$ cat src/core/switch_homing_defines.svh
`ifndef SWITCH_HOMING_DEFINES_SVH
`define SWITCH_HOMING_DEFINES_SVH

// Register byte offsets
`define REG_OP_SELECT 8'h00
`define REG_COMMAND 8'h04
`define REG_MOVE_AMOUNT 8'h08
`define REG_ENV_ONE 8'h0c
`define REG_ENV_TWO 8'h10
`define REG_ENV_HOMING 8'h14
`define REG_START_SPEED 8'h18
`define REG_TOP_SPEED 8'h1c
`define REG_APPROACH_SPEED 8'h20
`define REG_SUB_STATUS 8'h24
`define REG_EXT_STATUS 8'h28
`define REG_COUNTER_ONE 8'h2c

// Commands and operation codes
`define CMD_START_BASE 6'h14
`define CMD_IMMEDIATE_STOP 8'h49
`define OP_SWITCH_CONT 7'h02
`define OP_SWITCH_POS 7'h56
`define OP_HOME_POS 7'h10
`define OP_HOME_NEG 7'h18
`define OP_LEAVE_POS 7'h12
`define OP_LEAVE_NEG 7'h1a
`define OP_SEARCH_POS 7'h15
`define OP_SEARCH_NEG 7'h1d

// Field positions
`define ENV1_LIMIT_DECEL 3
`define ENV1_ORIGIN_LOGIC 5
`define ENV1_CLEAR_AUTO 11
`define ENV1_SWITCH_LOGIC 25
`define ENV1_SENSOR_FILTER 26
`define ENV2_INDEX_EDGE 16
`define ENV3_METHOD_LSB 0
`define ENV3_INDEX_COUNT_LSB 4
`define ENV3_CLEAR_COUNTER_ONE 20
`define SUB_LIMIT_PLUS 12
`define EXT_INDEX_STATE 10
`define EXT_SWITCH_PLUS 11

// Condition codes
`define CND_IDLE 4'h0
`define CND_WAIT_SWITCH 4'h1
`define CND_RUNNING 4'h2

// Reset values
`define RST_ZERO32 32'h00000000
`define RST_START_PERIOD 16'h0064
`define RST_TOP_PERIOD 16'h000a
`define RST_APPROACH_PERIOD 16'h00c8

// Timing
`define CLK_PERIOD_NS 100
`define FILTER_TIME_NS 4000
`define CLEAR_PULSE_TIME_NS 1000

`endif

$ cat src/core/switch_homing_pkg.sv
package switch_homing_pkg;
	typedef enum logic [2:0] {
		S_IDLE = 3'b000,
		S_WAITSW = 3'b001,
		S_FEED = 3'b010,
		S_BRAKE = 3'b011,
		S_BACK = 3'b100,
		S_RETURN = 3'b101
	} axis_state_e;
	typedef enum logic [1:0] {
		K_NONE = 2'b00,
		K_CONT = 2'b01,
		K_SWPOS = 2'b10,
		K_HOME = 2'b11
	} op_kind_e;
	typedef enum logic [1:0] {
		A_STOP = 2'b00,
		A_DONE = 2'b01,
		A_BACK = 2'b10
	} after_brake_e;
	typedef struct packed {
		logic origin;
		logic limitMinus;
		logic limitPlus;
	} sensor_s;
endpackage

$ cat src/core/switch_homing_axis.sv
// Notes on behaviour
// RL1: Mode 02h plus start reports code 0001
// RL2: Continuous feed only while jog switch on
// RL3: Mode 56h counts move amount down, stops
// RL4: Switch changes ignored once move started
// RL5: Zero move amount ends with no pulses
// RL6: Limit in 56h stops, raises error output
// RL7: Decode homing, leave and search codes
// RL8: Origin polarity bit; sub-status bit 14
// RL9: Index edge select; status bit 10
// RL10: Index count field is pulses minus one
// RL11: Strap pin sets limit input polarity
// RL12: Limit bit 3 picks immediate or ramp
// RL13: Limit states in sub-status bits 12, 13
// RL14: Filter bit 26 drops pulses under 4us
// RL15: Homing completion clears counter, clear pulse
// RL16: Method 0 stops on origin on
// RL17: Method 1 back off, return, stop
// RL18: Method 2 counts index, ramps meanwhile
// RL19: Method 3 counts index then stops
// RL20: Method 4 reverses, counts index after off
// RL21: Method 5 reverses at start speed, counts
// RL22: Method 6 uses limit, stops on off
//
// Chosen here: the AXI4-Lite register port and the register addresses.
`timescale 1ns/1ps
`default_nettype none
`include "switch_homing_defines.svh"
module switch_homing_axis
	import switch_homing_pkg::*;
#(
	parameter int POS_WIDTH = 28
) (
	// Clock and reset
	input wire logic core_clk,
	input wire logic rst_n,
	// AXI4-Lite slave
	input wire logic [7:0] awaddr,
	input wire logic awvalid,
	output logic awready,
	input wire logic [31:0] wdata,
	input wire logic [3:0] wstrb,
	input wire logic wvalid,
	output logic wready,
	output logic [1:0] bresp,
	output logic bvalid,
	input wire logic bready,
	input wire logic [7:0] araddr,
	input wire logic arvalid,
	output logic arready,
	output logic [31:0] rdata,
	output logic [1:0] rresp,
	output logic rvalid,
	input wire logic rready,
	// Machine side inputs
	input wire logic jogPlusSwitch,
	input wire logic jogMinusSwitch,
	input wire logic switchGate_n,
	input wire logic endLimitPlus,
	input wire logic endLimitMinus,
	input wire logic originSensor,
	input wire logic encoderIndex,
	input wire logic limitLogicStrap,
	// Machine side outputs
	output logic pulseOut,
	output logic dirOut,
	output logic deviationClearOut,
	output logic errorIrq
);
	localparam int FILT_CYC = (`FILTER_TIME_NS + `CLK_PERIOD_NS - 1) /
		`CLK_PERIOD_NS;
	localparam int CLR_CYC = (`CLEAR_PULSE_TIME_NS + `CLK_PERIOD_NS - 1) /
		`CLK_PERIOD_NS;
	localparam logic [5:0] FILT_LAST = 6'(FILT_CYC - 1);
	localparam logic [5:0] CLR_LAST = 6'(CLR_CYC - 1);

	if (POS_WIDTH < 8 || POS_WIDTH > 32) begin : gBadWidth
		$error("POS_WIDTH must lie in 8..32");
	end

	function automatic logic isMapped(input logic [7:0] a);
		isMapped = (a[1:0] == 2'b00) && (a <= `REG_COUNTER_ONE);
	endfunction

	function automatic logic [31:0] merge(input logic [31:0] old,
		input logic [31:0] nw, input logic [3:0] be);
		for (int i = 0; i < 4; i++) begin
			merge[i*8 +: 8] = be[i] ? nw[i*8 +: 8] : old[i*8 +: 8];
		end
	endfunction

	////////////////////////////////////////////////////////////////////
	logic [7:0] awAddr_ff;
	logic [31:0] wData_ff;
	logic [3:0] wStrb_ff;
	logic awFull_ff, wFull_ff, doWrite, wrOk;
	logic [6:0] opSelect_ff;
	logic [31:0] moveAmount_ff, envOne_ff, envTwo_ff, envHoming_ff;
	logic [15:0] startPeriod_ff, topPeriod_ff, approachPeriod_ff;
	logic cmdStb;
	logic [7:0] cmdCode;
	logic [15:0] subStatus;
	logic [31:0] extStatus;
	logic [31:0] counterOne_ff;

	assign awready = !awFull_ff && !bvalid;
	assign wready = !wFull_ff && !bvalid;
	assign doWrite = awFull_ff && wFull_ff && !bvalid;
	assign wrOk = isMapped(awAddr_ff);
	assign cmdStb = doWrite && awAddr_ff == `REG_COMMAND && wStrb_ff[0];
	assign cmdCode = wData_ff[7:0];
	assign arready = !rvalid;

	always_ff @(posedge core_clk) begin
		if (!rst_n) begin
			awFull_ff <= 1'b0;
			wFull_ff <= 1'b0;
			bvalid <= 1'b0;
			bresp <= 2'b00;
			awAddr_ff <= 8'h00;
			wData_ff <= `RST_ZERO32;
			wStrb_ff <= 4'h0;
		end else begin
			if (awvalid && awready) begin
				awAddr_ff <= awaddr;
				awFull_ff <= 1'b1;
			end
			if (wvalid && wready) begin
				wData_ff <= wdata;
				wStrb_ff <= wstrb;
				wFull_ff <= 1'b1;
			end
			if (doWrite) begin
				awFull_ff <= 1'b0;
				wFull_ff <= 1'b0;
				bvalid <= 1'b1;
				bresp <= wrOk ? 2'b00 : 2'b10;
			end else if (bvalid && bready) begin
				bvalid <= 1'b0;
			end
		end
	end

	always_ff @(posedge core_clk) begin
		if (!rst_n) begin
			opSelect_ff <= 7'h00;
			moveAmount_ff <= `RST_ZERO32;
			envOne_ff <= `RST_ZERO32;
			envTwo_ff <= `RST_ZERO32;
			envHoming_ff <= `RST_ZERO32;
			startPeriod_ff <= `RST_START_PERIOD;
			topPeriod_ff <= `RST_TOP_PERIOD;
			approachPeriod_ff <= `RST_APPROACH_PERIOD;
		end else if (doWrite) begin
			case (awAddr_ff)
				`REG_OP_SELECT: begin
					if (wStrb_ff[0])
						opSelect_ff <= wData_ff[6:0];
				end
				`REG_MOVE_AMOUNT:
					moveAmount_ff <= merge(moveAmount_ff, wData_ff, wStrb_ff);
				`REG_ENV_ONE: envOne_ff <= merge(envOne_ff, wData_ff, wStrb_ff);
				`REG_ENV_TWO: envTwo_ff <= merge(envTwo_ff, wData_ff, wStrb_ff);
				`REG_ENV_HOMING:
					envHoming_ff <= merge(envHoming_ff, wData_ff, wStrb_ff);
				`REG_START_SPEED: startPeriod_ff <= wData_ff[15:0];
				`REG_TOP_SPEED: topPeriod_ff <= wData_ff[15:0];
				`REG_APPROACH_SPEED: approachPeriod_ff <= wData_ff[15:0];
				default: ;
			endcase
		end
	end

	// Settings registers are write-only and read back as zero
	always_ff @(posedge core_clk) begin
		if (!rst_n) begin
			rvalid <= 1'b0;
			rdata <= `RST_ZERO32;
			rresp <= 2'b00;
		end else if (arvalid && arready) begin
			rvalid <= 1'b1;
			rresp <= isMapped(araddr) ? 2'b00 : 2'b10;
			case (araddr)
				`REG_SUB_STATUS: rdata <= {16'h0000, subStatus};
				`REG_EXT_STATUS: rdata <= extStatus;
				`REG_COUNTER_ONE: rdata <= counterOne_ff;
				default: rdata <= `RST_ZERO32;
			endcase
		end else if (rvalid && rready) begin
			rvalid <= 1'b0;
		end
	end

	////////////////////////////////////////////////////////////////////
	// Sensor polarity and glitch filter
	logic limitNegLogic_ff;
	logic [2:0] rawAct, filt_ff;
	sensor_s sens, sensPrev_ff;
	logic filterOn;

	assign filterOn = envOne_ff[`ENV1_SENSOR_FILTER];
	assign rawAct[0] = limitNegLogic_ff ? !endLimitPlus : endLimitPlus; // [RL11]
	assign rawAct[1] = limitNegLogic_ff ? !endLimitMinus : endLimitMinus;
	assign rawAct[2] = envOne_ff[`ENV1_ORIGIN_LOGIC] ? originSensor :
		!originSensor; // [RL8]
	assign sens = sensor_s'(filt_ff);

	// Strap is re-sampled each cycle so it is never loaded under reset
	always_ff @(posedge core_clk) begin
		if (!rst_n)
			limitNegLogic_ff <= 1'b0;
		else
			limitNegLogic_ff <= limitLogicStrap; // [RL11]
	end

	for (genvar g = 0; g < 3; g++) begin : gFilt
		logic [5:0] cnt_ff;
		always_ff @(posedge core_clk) begin
			if (!rst_n) begin
				cnt_ff <= 6'h00;
				filt_ff[g] <= 1'b0;
			end else if (!filterOn || rawAct[g] == filt_ff[g]) begin
				cnt_ff <= 6'h00;
				filt_ff[g] <= rawAct[g];
			end else if (cnt_ff == FILT_LAST) begin
				cnt_ff <= 6'h00;
				filt_ff[g] <= rawAct[g]; // [RL14]
			end else begin
				cnt_ff <= cnt_ff + 6'h01;
			end
		end
	end

	////////////////////////////////////////////////////////////////////
	axis_state_e state_ff;
	op_kind_e kind_ff;
	after_brake_e after_ff;
	logic dir_ff, high_ff, accel_ff, decel_ff, counting_ff, watch_ff;
	logic doneStb_ff, clrStb_ff, indexPrev_ff;
	logic [3:0] idxCnt_ff, method, idxTarget;
	logic [15:0] curPeriod_ff, periodCnt_ff;
	logic [POS_WIDTH-1:0] posCnt_ff;
	logic moving, tick, swPlus, swMinus, swDir, limAct, idxEdge, idxDone;
	logic orgRise, orgFall, watchFall, elm, startCmd, stopCmd;
	axis_state_e stopTarget;
	op_kind_e newKind;

	assign method = envHoming_ff[`ENV3_METHOD_LSB +: 4];
	assign idxTarget = envHoming_ff[`ENV3_INDEX_COUNT_LSB +: 4];
	assign elm = envOne_ff[`ENV1_LIMIT_DECEL];
	assign swPlus = envOne_ff[`ENV1_SWITCH_LOGIC] ? jogPlusSwitch :
		!jogPlusSwitch;
	assign swMinus = envOne_ff[`ENV1_SWITCH_LOGIC] ? jogMinusSwitch :
		!jogMinusSwitch;
	assign swDir = !switchGate_n && (dir_ff ? swMinus : swPlus);
	assign limAct = dir_ff ? sens.limitMinus : sens.limitPlus;
	assign orgRise = sens.origin && !sensPrev_ff.origin;
	assign orgFall = !sens.origin && sensPrev_ff.origin;
	assign watchFall = watch_ff ? (!sens.limitMinus && sensPrev_ff.limitMinus)
		: (!sens.limitPlus && sensPrev_ff.limitPlus);
	assign idxEdge = envTwo_ff[`ENV2_INDEX_EDGE] ?
		(encoderIndex && !indexPrev_ff) :
		(!encoderIndex && indexPrev_ff); // [RL9]
	assign idxDone = counting_ff && idxEdge && idxCnt_ff == idxTarget; // [RL10]
	assign moving = state_ff == S_FEED || state_ff == S_BRAKE ||
		state_ff == S_BACK || state_ff == S_RETURN;
	assign tick = moving && (periodCnt_ff + 16'h0001 >= curPeriod_ff);
	assign startCmd = cmdStb && cmdCode[7:2] == `CMD_START_BASE;
	assign stopCmd = cmdStb && cmdCode == `CMD_IMMEDIATE_STOP;
	assign stopTarget = (kind_ff == K_CONT) ? S_WAITSW : S_IDLE;

	always_comb begin
		case (opSelect_ff) // [RL7]
			`OP_SWITCH_CONT: newKind = K_CONT;
			`OP_SWITCH_POS: newKind = K_SWPOS;
			`OP_HOME_POS, `OP_HOME_NEG, `OP_SEARCH_POS, `OP_SEARCH_NEG,
			`OP_LEAVE_POS, `OP_LEAVE_NEG: newKind = K_HOME;
			default: newKind = K_NONE;
		endcase
	end

	always_ff @(posedge core_clk) begin
		if (!rst_n || !moving || tick)
			periodCnt_ff <= 16'h0000;
		else
			periodCnt_ff <= periodCnt_ff + 16'h0001;
	end

	always_ff @(posedge core_clk) begin
		if (!rst_n) begin
			sensPrev_ff <= '0;
			indexPrev_ff <= 1'b0;
		end else begin
			sensPrev_ff <= sens;
			indexPrev_ff <= encoderIndex;
		end
	end

	// Axis sequencer; leaving zero reuses the homing kind with leaveMode
	logic leaveMode_ff;
	always_ff @(posedge core_clk) begin
		logic goBack, finish;
		goBack = 1'b0;
		finish = 1'b0;
		if (!rst_n) begin
			state_ff <= S_IDLE;
			kind_ff <= K_NONE;
			after_ff <= A_STOP;
			{dir_ff, high_ff, accel_ff, decel_ff} <= 4'h0;
			{counting_ff, watch_ff, leaveMode_ff} <= 3'h0;
			{doneStb_ff, clrStb_ff, errorIrq} <= 3'h0;
			idxCnt_ff <= 4'h0;
			curPeriod_ff <= `RST_START_PERIOD;
			posCnt_ff <= '0;
		end else begin
			doneStb_ff <= 1'b0;
			clrStb_ff <= 1'b0;
			if (counting_ff && idxEdge)
				idxCnt_ff <= idxCnt_ff + 4'h1;
			if (tick) begin
				if (state_ff == S_BRAKE || decel_ff) begin
					if (curPeriod_ff < startPeriod_ff)
						curPeriod_ff <= curPeriod_ff + 16'h0001;
				end else if (accel_ff && curPeriod_ff > topPeriod_ff) begin
					curPeriod_ff <= curPeriod_ff - 16'h0001;
				end
			end
			if (stopCmd || startCmd)
				errorIrq <= 1'b0;
			if (stopCmd) begin
				state_ff <= S_IDLE;
			end else if (startCmd && state_ff == S_IDLE) begin
				kind_ff <= newKind;
				high_ff <= cmdCode[1];
				accel_ff <= cmdCode[1];
				decel_ff <= 1'b0;
				counting_ff <= 1'b0;
				idxCnt_ff <= 4'h0;
				dir_ff <= opSelect_ff[3];
				leaveMode_ff <= opSelect_ff[1] && !opSelect_ff[2];
				curPeriod_ff <= (cmdCode[0] && !cmdCode[1]) ? topPeriod_ff :
					startPeriod_ff;
				posCnt_ff <= moveAmount_ff[POS_WIDTH-1:0]; // [RL3]
				case (newKind)
					K_CONT: state_ff <= S_WAITSW; // [RL1]
					K_SWPOS: state_ff <= (moveAmount_ff[POS_WIDTH-1:0] == '0) ?
						S_IDLE : S_WAITSW; // [RL5]
					K_HOME: state_ff <= S_FEED;
					default: state_ff <= S_IDLE;
				endcase
			end else begin
				case (state_ff)
					S_WAITSW: begin
						if (!switchGate_n && swPlus && !sens.limitPlus) begin
							dir_ff <= 1'b0;
							state_ff <= S_FEED; // [RL2]
						end else if (!switchGate_n && swMinus &&
							!sens.limitMinus) begin
							dir_ff <= 1'b1;
							state_ff <= S_FEED;
						end
					end
					S_FEED: begin
						if (limAct && !(kind_ff == K_HOME && method == 4'h6)) begin
							if (kind_ff == K_SWPOS)
								errorIrq <= 1'b1; // [RL6]
							if (elm && high_ff) begin
								state_ff <= S_BRAKE; // [RL12]
								after_ff <= A_STOP;
							end else begin
								state_ff <= stopTarget; // [RL12]
							end
						end else if (kind_ff == K_CONT) begin
							if (!swDir && high_ff) begin
								state_ff <= S_BRAKE;
								after_ff <= A_STOP;
							end else if (!swDir) begin
								state_ff <= S_WAITSW; // [RL2]
							end
						end else if (kind_ff == K_SWPOS) begin
							// Switch is not looked at here once the move runs
							if (tick) begin
								posCnt_ff <= posCnt_ff - 1'b1; // [RL3] [RL4]
								if (posCnt_ff == POS_WIDTH'(1))
									state_ff <= S_IDLE;
							end
						end else if (leaveMode_ff) begin
							if (!sens.origin)
								state_ff <= S_IDLE;
						end else begin
							case (method)
								4'h0: begin
									if (orgRise) begin
										clrStb_ff <= 1'b1; // [RL16]
										if (high_ff) begin
											state_ff <= S_BRAKE;
											after_ff <= A_DONE;
										end else begin
											finish = 1'b1;
										end
									end
								end
								4'h1, 4'h4, 4'h5: begin
									if (orgRise && high_ff) begin
										state_ff <= S_BRAKE; // [RL17] [RL20]
										after_ff <= A_BACK;
									end else if (orgRise) begin
										goBack = 1'b1; // [RL21]
									end
								end
								4'h2, 4'h3: begin
									if (orgRise) begin
										counting_ff <= 1'b1; // [RL18] [RL19]
										decel_ff <= high_ff && method == 4'h2;
									end
									if (idxDone && high_ff && method == 4'h3) begin
										state_ff <= S_BRAKE; // [RL19]
										after_ff <= A_DONE;
									end else if (idxDone) begin
										finish = 1'b1; // [RL18]
									end
								end
								4'h6: begin
									if (limAct && high_ff && elm) begin
										state_ff <= S_BRAKE;
										after_ff <= A_BACK;
									end else if (limAct) begin
										goBack = 1'b1; // [RL22]
									end
								end
								default: state_ff <= S_IDLE;
							endcase
						end
					end
					S_BRAKE: begin
						if (tick && curPeriod_ff >= startPeriod_ff) begin
							case (after_ff)
								A_DONE: finish = 1'b1;
								A_BACK: goBack = 1'b1;
								default: state_ff <= stopTarget;
							endcase
						end
					end
					S_BACK: begin
						if (method == 4'h1 && orgFall) begin
							state_ff <= S_RETURN; // [RL17]
							dir_ff <= !dir_ff;
						end else if (method == 4'h6 && watchFall) begin
							finish = 1'b1; // [RL22]
						end else if (orgFall) begin
							counting_ff <= 1'b1; // [RL20] [RL21]
						end else if (idxDone && method == 4'h5 && high_ff) begin
							state_ff <= S_BRAKE;
							after_ff <= A_DONE;
						end else if (idxDone) begin
							finish = 1'b1;
						end
					end
					S_RETURN: begin
						if (orgRise)
							finish = 1'b1; // [RL17]
					end
					default: state_ff <= S_IDLE;
				endcase
			end
			if (goBack) begin
				state_ff <= S_BACK;
				watch_ff <= dir_ff;
				dir_ff <= !dir_ff;
				counting_ff <= 1'b0;
				decel_ff <= 1'b0;
				accel_ff <= method == 4'h5 && high_ff; // [RL21]
				curPeriod_ff <= (method == 4'h5) ? startPeriod_ff :
					approachPeriod_ff;
			end
			if (finish) begin
				state_ff <= S_IDLE;
				doneStb_ff <= 1'b1; // [RL15]
			end
		end
	end

	////////////////////////////////////////////////////////////////////
	// Outputs, counter and clear pulse
	logic [5:0] clrCnt_ff;
	always_ff @(posedge core_clk) begin
		if (!rst_n) begin
			pulseOut <= 1'b0;
			dirOut <= 1'b0;
		end else begin
			pulseOut <= tick;
			dirOut <= dir_ff;
		end
	end

	always_ff @(posedge core_clk) begin
		if (!rst_n)
			counterOne_ff <= `RST_ZERO32;
		else if ((doneStb_ff || clrStb_ff) &&
			envHoming_ff[`ENV3_CLEAR_COUNTER_ONE])
			counterOne_ff <= `RST_ZERO32; // [RL15]
		else if (tick)
			counterOne_ff <= dir_ff ? counterOne_ff - 32'h1 :
				counterOne_ff + 32'h1;
	end

	// Fixed width pulse so a driver always sees a full clear
	always_ff @(posedge core_clk) begin
		if (!rst_n) begin
			deviationClearOut <= 1'b0;
			clrCnt_ff <= 6'h00;
		end else if (doneStb_ff && envOne_ff[`ENV1_CLEAR_AUTO]) begin
			deviationClearOut <= 1'b1; // [RL15]
			clrCnt_ff <= 6'h00;
		end else if (deviationClearOut) begin
			clrCnt_ff <= clrCnt_ff + 6'h01;
			if (clrCnt_ff == CLR_LAST)
				deviationClearOut <= 1'b0;
		end
	end

	assign subStatus = {1'b0, sens.origin, sens.limitMinus, sens.limitPlus,
		12'h000}; // [RL8] [RL13]
	assign extStatus = {19'h00000, swMinus, swPlus, encoderIndex, 6'h00,
		state_ff == S_IDLE ? `CND_IDLE : state_ff == S_WAITSW ?
		`CND_WAIT_SWITCH : `CND_RUNNING}; // [RL1] [RL9]
endmodule
`default_nettype wire

$ cat config.mk
export PLATFORM = sky130hd
export DESIGN_NAME = switch_homing_axis
export DESIGN_NICKNAME = d
export VERILOG_FILES = /design/src/core/switch_homing_pkg.sv /design/src/core/switch_homing_axis.sv
export VERILOG_INCLUDE_DIRS = /design/src /design/src/core
export SDC_FILE = /design/constraint.sdc
export NUM_CORES = 1
export LEC_CHECK = 0
export BUFFER_PORTS_ARGS = -buffer_cell sky130_fd_sc_hd__buf_2
export CORE_AREA = 2 2 181 183
export CTS_CLUSTER_DIAMETER = 150
export DETAILED_ROUTE_END_ITERATION = 7
export DIE_AREA = 0 0 183 185
export PLACE_DENSITY = 0.83
export SYNTH_ARGS = -nofsm -noshare
export SYNTH_HDL_FRONTEND = slang
export SYNTH_SLANG_ARGS = --single-unit
$ cat constraint.sdc
create_clock -name core_clk -period 5 [get_ports core_clk]
set_input_delay 0.25 -clock core_clk [delete_from_list [all_inputs] [get_ports core_clk]]
set_output_delay 0.25 -clock core_clk [all_outputs]
set_load 0.02 [all_outputs]
Word level (Yosys, flattened, before mapping)
Cells that the tools add are included.
- bits in registers: 338
- output and inout bits: 45
- word-level logic and storage cells: 499
- add/sub/neg operators: 11
- $lt $le $gt $ge: 6
- equal/unequal tests: 111
- muxes and demuxes: 165
- bitwise operators: 5
- reduce and logical (&&, ||, !) cells: 143
- operators by type and width (cell ; number):
    28-bit 2-to-1 mux ; 6
    16-bit 2-to-1 mux ; 9
    32-bit case mux with 3 select lines ; 1
    1-bit 2-to-1 mux ; 88
    3-bit 2-to-1 mux ; 25
    1-bit logical AND ; 51
    7-bit by 5-bit == test with 1-bit output, second input constant ; 6
    2-bit 2-to-1 mux ; 20
    10-bit inequality test, second input constant ; 4
    3-bit AND reduction ; 11
    16-bit by 1-bit adder with 16-bit output, second input constant ; 2
    32-bit by 1-bit adder with 32-bit output, second input constant ; 1
    8-bit by 5-bit == test with 1-bit output, second input constant ; 4
    8-bit by 6-bit == test with 1-bit output, second input constant ; 4
    16-bit greater-or-equal comparator ; 2
    32-bit 2-to-1 mux ; 1
    8-bit inequality test, second input constant ; 4
    16-bit AND reduction ; 2
    32-bit by 1-bit subtractor with 32-bit output, second input constant ; 1
    28-bit by 1-bit == test with 1-bit output, second input constant ; 1
    28-bit logical NOT ; 1
    28-bit by 1-bit subtractor with 28-bit output, second input constant ; 1
    5-bit inequality test, second input constant ; 5
    6-bit by 1-bit adder with 6-bit output, second input constant ; 4
    other kinds (74) ; 187

Depth between registers and ports, before layout
Gate-level depths: netlist of run 1.
- depth after elaboration: 18
- depth in mapped cells: 18
- depth with buffers taken out: 15

Worst setup path before layout of run 1
OpenSTA, ideal clock, no wires.
- kind: reg2reg
- from: reg periodCnt_ff[2]
- to: reg counterOne_ff[23]
- library setup time: 71 ps
- arrival: 3453 ps
- required time: 4929 ps
- setup slack: 1477 ps
- stages on the path, launching flop included: 19
- buffers on the path: 4
- path through: dfxtp_1 > nand3_1 > nor2_1 > nand4_1 > nor2_1 > xor2_1 > ha_1 > a21o_1 > a21o_1 > a21oi_1 > o211ai_1 > a41o_1 > clkbuf_1 > nand2_1 > clkbuf_1 > clkbuf_1 > buf_1 > nand2_1 > a21oi_1
- cells in the longest elaborated chain, start to end: 3
- RTL lines (item ; RTL line ; text):
    from (decl) ; switch_homing_axis.sv:241 ; logic [15:0] curPeriod_ff, periodCnt_ff;
    from (signal assigned) ; switch_homing_axis.sv:286 ; periodCnt_ff <= periodCnt_ff + 16'h0001;
    16-bit by 1-bit adder with 16-bit output ; switch_homing_axis.sv:267 ; assign tick = moving && (periodCnt_ff + 16'h0001 >= curPeriod_ff);
    16-bit greater-or-equal comparator ; switch_homing_axis.sv:267 ;
    1-bit logical AND ; switch_homing_axis.sv:267 ;
    to (signal assigned) ; switch_homing_axis.sv:498 ; counterOne_ff <= `RST_ZERO32;
    to (signal assigned) ; switch_homing_axis.sv:501 ; counterOne_ff <= `RST_ZERO32;
    to (signal assigned) ; switch_homing_axis.sv:503 ; counterOne_ff <= dir_ff ? counterOne_ff - 32'h1 :
    to (decl) ; switch_homing_axis.sv:104 ; logic [31:0] counterOne_ff;
No other way between the ends.
A chain may end at the register's enable or synchronous reset.

Final worst setup path of run 1
- from: reg periodCnt_ff[2]
- to: reg curPeriod_ff[12]
- cells in the longest elaborated chain, start to end: 10
- elaborated cells between the ends (all ways): 13
- classes of those cells: 1 x add/sub; 1 x order compare; 9 x mux; 2 x reduce/logical
- RTL lines (item ; RTL line ; text):
    16-bit by 1-bit adder with 16-bit output * ; switch_homing_axis.sv:267 ;
    16-bit greater-or-equal comparator * ; switch_homing_axis.sv:267 ;
    1-bit logical AND * ; switch_homing_axis.sv:267 ;
    1-bit logical AND ; switch_homing_axis.sv:436 ; if (tick && curPeriod_ff >= startPeriod_ff) begin
    1-bit 2-to-1 mux ; switch_homing_axis.sv:436 ;
    1-bit case mux with 2 select lines ; switch_homing_axis.sv:352 ; case (state_ff)
    1-bit 2-to-1 mux ; switch_homing_axis.sv:332 ; end else if (startCmd && state_ff == S_IDLE) begin
    1-bit 2-to-1 mux ; switch_homing_axis.sv:330 ; if (stopCmd) begin
    1-bit 2-to-1 mux ; switch_homing_axis.sv:305 ; if (!rst_n) begin
    16-bit 2-to-1 mux * ; switch_homing_axis.sv:466 ; if (goBack) begin
    to (signal assigned) ; switch_homing_axis.sv:313 ; curPeriod_ff <= `RST_START_PERIOD;
    to (signal assigned) ; switch_homing_axis.sv:341 ; curPeriod_ff <= (cmdCode[0] && !cmdCode[1]) ? topPeriod_ff :
    to (signal assigned) ; switch_homing_axis.sv:473 ; curPeriod_ff <= (method == 4'h5) ? startPeriod_ff :
    to (decl) ; switch_homing_axis.sv:241 ;
Every way passes the cells marked *; elsewhere a longest branch is shown, timed or not. The select of a mux whose other input is x is not followed.

==> results of run 1 <==
where the power goes:
| part | switching, mW | internal [mW] |
|---|---|---|
| clock network | 1.07 | 1.46 |
| logic | 0.175 | 0.113 |
| registers | 0.0544 | 2.61 |
cell usage in the layout, fill, tap and decap left out, types with 7 or more instances in the layout:
master           n
mux2i_1         87
mux2_2           9
or3_1           11
clkbuf_8        11
nand3_1         84
nor2b_1         27
buf_2          105
and2_1          15
o21ai_0         88
o221ai_1         9
a21oi_1        195
a22oi_1         30
and3_1          19
xor2_1          37
a31oi_1         14
nand2_1        277
ha_1            91
nor2_1         241
o21a_1          10
inv_1           89
dfxtp_1        324
nor4_1          20
a2111oi_0        7
buf_4           20
a21o_1          21
a211oi_1        26
xnor2_1         69
nor3_1          35
nand2b_1        19
a41oi_1          7
dlygate4sd3_1   40
o211ai_1        17
nand4_1         22
clkbuf_16       35
worst reg2reg max path, cell delays in order (launching register included):
cell and delay, ps:
dfxtp_1 390, nand3_1 140, nor2_1 160, nand4_1 250, nor3_1 290, xor2_1 120, ha_1 310, nand4_1 110
nor2_1 210, a21oi_1 100, o211ai_1 140, a41o_1 420, nand2_1 420, a2111oi_1 640, xnor2_1 180, o221ai_1 130
metal layers:
layer / global-route usage / vias to the layer above / share of wire
met5: 0 / - / 0
met4: 0.1002 / 0 / 0.032
met3: 0.04365 / 109 / 0.067
met1: 0.3435 / 7539 / 0.42
li1: - / 7655 / -
met2: 0.4703 / 569 / 0.48
metrics by stage:
| stage | hold WS (ps) | setup slack, ps | cell area, um2 | util |
|---|---|---|---|---|
| after floorplan | 349.0 | 1477 | 17250 | - |
| after global routing | 4.171 | 421.6 | 19520 | 0.6093 |
| after detailed placement | 437.6 | 921.8 | 17990 | 0.5615 |
| final | 7.294 | 864.4 | 19520 | 0.6093 |
| after CTS | 0.6794 | 917.1 | 19520 | 0.6092 |
| after global placement | 427.9 | 1090 | 17990 | 0.5615 |
logic make-up after synthesis:
logic type,after synthesis,share of synthesized area
and+or+nand+nor,821,0.2241
AOI/OAI and AO/OA,484,0.1752
DFF,324,0.3760
buffers and inverters,202,0.04650
xor gates and xnor gates,106,0.05382
muxes,96,0.05636
adders and majority gates,93,0.06775
other,1,0.0002174
sequential cells by signal (all words and copies together) (netlist names), 3 cells and up:
signal,count
clrCnt_ff,6
awAddr_ff,8
idxCnt_ff,4
opSelect_ff,7
moveAmount_ff,28
state_ff,3
startPeriod_ff,16
wStrb_ff,4
wData_ff,28
periodCnt_ff,16
topPeriod_ff,16
envHoming_ff,9
curPeriod_ff,16
counterOne_ff,32
posCnt_ff,28
filt_ff,3
envOne_ff,5
sensPrev_ff,3
gFilt.cnt_ff,18
rdata,32
approachPeriod_ff,16
worst paths after layout:
path | end | slack, ps | cells past startpoint
max | curPeriod_ff[12] | 860 | 15
min | rvalid | 7 | 3
max reg2reg | curPeriod_ff[12] | 860 | 15
min reg2reg | gFilt[0].cnt_ff[0] | 450 | 1
final cells by class:
cell class | count | area [um2]
fill | 2675 | 12520
multi-input combinational | 1602 | 9977
sequential | 324 | 6486
timing repair buffer | 165 | 1076
clock buffer | 50 | 1042
tap | 408 | 510.5
inverter | 90 | 342.8
clock inverter | 11 | 83.83
antenna | 1 | 2.502
==> impl_metrics.yaml, run 1 <==
status:
  outcome: "finished, final reports clean"
clock_tree:
  tritoncts: "yes"
  clock_insertion_delay_worst_skew_ps: 530
  cts_buffers: 35
  clockBufferDepth: 3
  cts_root_buffer: "clkbuf_16"
  clkSlewWorstSetupHoldPaths_ps: 60
  cts_hold_buf: 40
  postCtsSetupBuffers: 0
  cts_resized: 0
  clock_sinks: 324
  cts_htree_levels: 2
timing:
  period_needed_ps: 4136
  finalHoldViolations: 0
  slew-limit-headroom: 0.1418
  tns_ps: 0
  rsz0062_at_grt: "false"
  max_freq_ghz: 0.2418
  period_share: 0.8271
  fin_skew_ps: 25.60
  worst_pin_slew_ps: 1287
  drv_slew: 0
  setup_viol: 0
critical_path:
  arrival_ps: 4510
  worstSetupEndpointType: "flip-flop"
  r2r_start: "periodCnt_ff[2]"
  crit_fanout: 13
  crit_buf_inv: 0
  critPathMaxStageDelay_ps: 640
  cp.required_ps: 5380
  path_cells: "nand3_1 -> nor2_1 -> nand4_1 -> nor3_1 -> xor2_1 -> ha_1 -> nand4_1 -> nor2_1 -> a21oi_1 -> o211ai_1 -> a41o_1 -> nand2_1 -> a2111oi_1 -> xnor2_1 -> o221ai_1"
  worst-setup-path-type: "reg2reg"
  setup.worst_path.start_class: "flip-flop"
  crit_start: "periodCnt_ff[2]"
  critPathTopFamily: "simple AND/OR/NAND/NOR gates"
  slowest_stage: "a2111oi_1"
placement:
  place.gp.congestion: 0.9604
  dp_hpwl_mm: 32.48
  dp.cells: 2549
  port-buffer-count: 105
logic_synthesis:
  synth_top_cell_area_share: 0.3760
  avgSynthCellArea_um2: 8.110
  synthArstFlopShare: 0
  ys_seq_area_frac: 0.3760
  synth_edf_count: 0
  syn_inst: 2127
  synth_common_cells: "dfxtp_1, nand2_1, nor2_1"
  synth_area_um2: 17250
  ys_warn_count: 0
  ys_types: 83
  yosysMostFrequentCell: "dfxtp_1"
  synthFlopType: "dfxtp_1"
  synth_largest_area_cell: "dfxtp_1"
  ys_seq_elements: 324
  synth_area_leaders: "dfxtp_1, ha_1, nand2_1, a21oi_1, nor2_1"
global_routing:
  grt_max_degree: 103
  grt_pass1_wl_mm: 75.57
  grt_pass1_vias: 15300
  antenna_found_initial: 1
  gr-usage-all-layers: 0.2723
  grt_overflow: 0
drt:
  antenna_left: 0
  route.detailed.drc: 0
  wl_mm: 46.79
  avgViaCountPerCell: 5.987
  first_pass_iters: 6
  vias: 15872
  wire_per_inst_um: 17.65
  initialDrtViolationCount: 1279
pwr:
  total_power_mw: 5.484
  power.leakage_nw: 7.887
  vdd_drop_max_mv: 0.2831
  p_per_area_nw_per_um2: 280.9
cells_and_area:
  fin_nets: 2377
  instances_no_fill: 2651
  drive_gt1_frac: 0.09679
  synthToLayoutAreaGrowth_pct: 13.17
hold_path:
  worstHoldStart: "arvalid"
  holdCritPathClass: "in2reg"
floorplanning:
  start_util: 0.5383
  dieWidth_um: 183
  rows: 66
  die_h_um: 185
  io_pins: 112
  core_um2: 32040
  die_area_um2: 33860
job:
  cap_violations: 0
Power figures use the tool's default switching activity.
==> run 2: changes to the inputs <==
==> constraint.sdc (replaced) <==
create_clock -name core_clk -period 3.98 [get_ports core_clk]
set_input_delay 0.199 -clock core_clk [delete_from_list [all_inputs] [get_ports core_clk]]
set_output_delay 0.199 -clock core_clk [all_outputs]
set_load 0.02 [all_outputs]
==> run 2 against run 1 <==
Utilization rose by 0.97 points. Non-clock buffer count rose by 20. Clock power is 34% higher. Sequential cell count stayed put. Sequential power is 25% higher. Final area grew 1.6%. Worst setup slack worse by 600 ps. Final cell count increased by 0.79%. Critical path type unchanged.
==> impl_metrics.yaml, run 2 (synthesis gave the netlist of run 1 again) <==
drt:
  initialDrtViolationCount: 1330
  route.detailed.drc: 0
  vias: 15996
  avgViaCountPerCell: 5.987
  wire_per_inst_um: 17.69
  wl_mm: 47.26
  antenna_left: 0
  first_pass_iters: 6
clock_tree:
  cts_buffers: 35
  cts_root_buffer: "clkbuf_16"
  tritoncts: "yes"
  clock_insertion_delay_worst_skew_ps: 530
  clock_sinks: 324
  cts_htree_levels: 2
  clkSlewWorstSetupHoldPaths_ps: 60
  clockBufferDepth: 3
cells_and_area:
  instances_no_fill: 2672
  drive_gt1_frac: 0.1056
  reg_top3: "counterOne_ff (32), rdata (32)"
  final_cell_mix: "dfxtp_1, nand2_1, nor2_1"
  fin_nets: 2397
  fin_area_um2: 19830
  synthToLayoutAreaGrowth_pct: 14.97
  mostFrequentLayoutCell: "dfxtp_1"
critical_path:
  critPathTopFamily: "compound AO/OA/AOI/OAI gates"
  cp.required_ps: 4410
  r2r_start: "periodCnt_ff[3]"
  r2r_cells: 17
  worstSetupEndpointType: "flip-flop"
  reg2reg_to: "curPeriod_ff[14]"
  path_cells: "nand3_1 -> nor2_1 -> nand4_1 -> buf_4 -> nor2_1 -> xor2_1 -> ha_1 -> a21oi_1 -> nor2b_1 -> o21ai_0 -> o211ai_1 -> a41o_2 -> and3_1 -> a22oi_2 -> nand3_1 -> buf_6 -> o221ai_1"
  crit_buf_inv: 2
  critPathMaxStageDelay_ps: 370
  slowest_stage: "dfxtp_1"
  crit_fanout: 9
  arrival_ps: 4150
  setup.worst_path.start_class: "flip-flop"
  regToRegSetupSlack_ps: 270
  worst-setup-path-type: "reg2reg"
pwr:
  power.leakage_nw: 8.027
  p_seq_frac: 0.471
  p_per_area_nw_per_um2: 358.3
  comb_power_share: 0.054
  p_sw_frac: 0.2338
  total_power_mw: 7.107
  clockPowerShare: 0.475
  p_sw_mw: 1.661
  internal_power_mw: 5.445
  vdd_drop_max_mv: 0.3055
placement:
  place.gp.congestion: 0.9570
  place_area_um2: 18090
  port-buffer-count: 105
  dp.cells: 2559
  pre_cts_ws_ps: 38.09
  dp_hpwl_mm: 32.64
status:
  outcome: "finished, final reports clean"
timing:
  setup_viol: 0
  max_freq_ghz: 0.2693
  setup_slack_ps: 266.3
  worst_pin_slew_ps: 1286
  period_share: 0.9331
  tns_ps: 0
  drv_slew: 0
  rsz0062_at_grt: "false"
  finalHoldViolations: 0
  period_needed_ps: 3714
  fin_skew_ps: 17.32
  slew-limit-headroom: 0.1428
job:
  cap_violations: 0
floorplanning:
  dieWidth_um: 183
  die_area_um2: 33860
  io_pins: 112
  die_h_um: 185
  start_util: 0.5383
  rows: 66
  core_um2: 32040
hold_path:
  holdCritPathClass: "in2reg"
  min_path_cells: 3
  hold_end: "rdata[0]"
  worstHoldStart: "araddr[3]"
global_routing:
  grt_overflow: 0
  gr-usage-all-layers: 0.2776
  antenna_found_initial: 2
  grt_max_degree: 120
  grt_pass1_wl_mm: 77.32
  grt_pass1_vias: 15792
-- run 2: cell count changes in the layout (fill, tap and decap cells not counted), sizes merged --
cell | before | now
buf | 125 | 138
dlygate4sd3 | 40 | 47
bufinv | 0 | 3
clkbuf | 50 | 48
clkinv | 8 | 7
clkinvlp | 1 | 2
-- run 2: final cells by class --
class                   count  area (um2)
well taps                 408       510.5
fillers                  2664       12210
repair buffers            185        1296
diodes                      1       2.502
clock inverters            14       168.9
flip-flops and latches    324        6489
multi-input cells        1602        9997
inverters                  90       342.8
clock buffers              48        1025
-- run 2: metal layers --
metal | global-route usage | vias up | part of all wire
met1 | 0.3430 | 7571 | 0.42
met5 | 0 | - | 0
met4 | 0.1149 | 0 | 0.039
li1 | - | 7698 | -
met2 | 0.4812 | 586 | 0.47
met3 | 0.04601 | 141 | 0.068
-- run 2: worst max-delay path by stage --
| stage | startpoint | to | slack [ps] | depth (start not counted) |
|---|---|---|---|---|
| after global routing | periodCnt_ff[3] | periodCnt_ff[2] | 9 | 15 |
| after CTS | periodCnt_ff[2] | curPeriod_ff[1] | 20 | 16 |
| after global placement | periodCnt_ff[2] | curPeriod_ff[12] | 240 | 15 |
| after detailed placement | periodCnt_ff[2] | curPeriod_ff[12] | 40 | 15 |
| after floorplan | periodCnt_ff[2] | counterOne_ff[23] | 460 | 18 |
| final | periodCnt_ff[3] | curPeriod_ff[14] | 270 | 17 |
-- run 2: worst reg2reg max path, stage by stage, from the launching register on --
cell      delay (ps)
dfxtp_1          370
nand3_1          120
nor2_1           180
nand4_1          110
buf_4            170
nor2_1           130
xor2_1           240
ha_1             300
a21oi_1          160
nor2b_1           60
o21ai_0          190
o211ai_1         150
a41o_2           340
and3_1           250
a22oi_2          210
nand3_1          180
buf_6            240
o221ai_1         200
-- run 2: stage by stage --
stage          utilization  hold WS [ps]
2_1_floorplan            -         298.0
3_3_place_gp        0.5647         382.5
3_5_place_dp        0.5647         386.1
4_1_cts             0.6166         82.25
5_1_grt             0.6189         123.9
6_report            0.6189         105.1
-- run 2: timing repair --
action	4_1_cts	5_1_grt
endpoints found under the hold margin	45	0
resized for setup	0	12
buffers inserted	0	3
hold buffers	47	0
endpoints found under the setup margin	0	87
-- run 2: power by group through the flow --
stage	Sequential (mW)	Combinational, mW	Clock, mW
floorplan	3.38	0.238	0
global placement	3.41	0.322	0
detailed placement	3.42	0.332	0
CTS	3.34	0.371	3.40
global route	3.35	0.417	3.53
finish	3.35	0.381	3.38
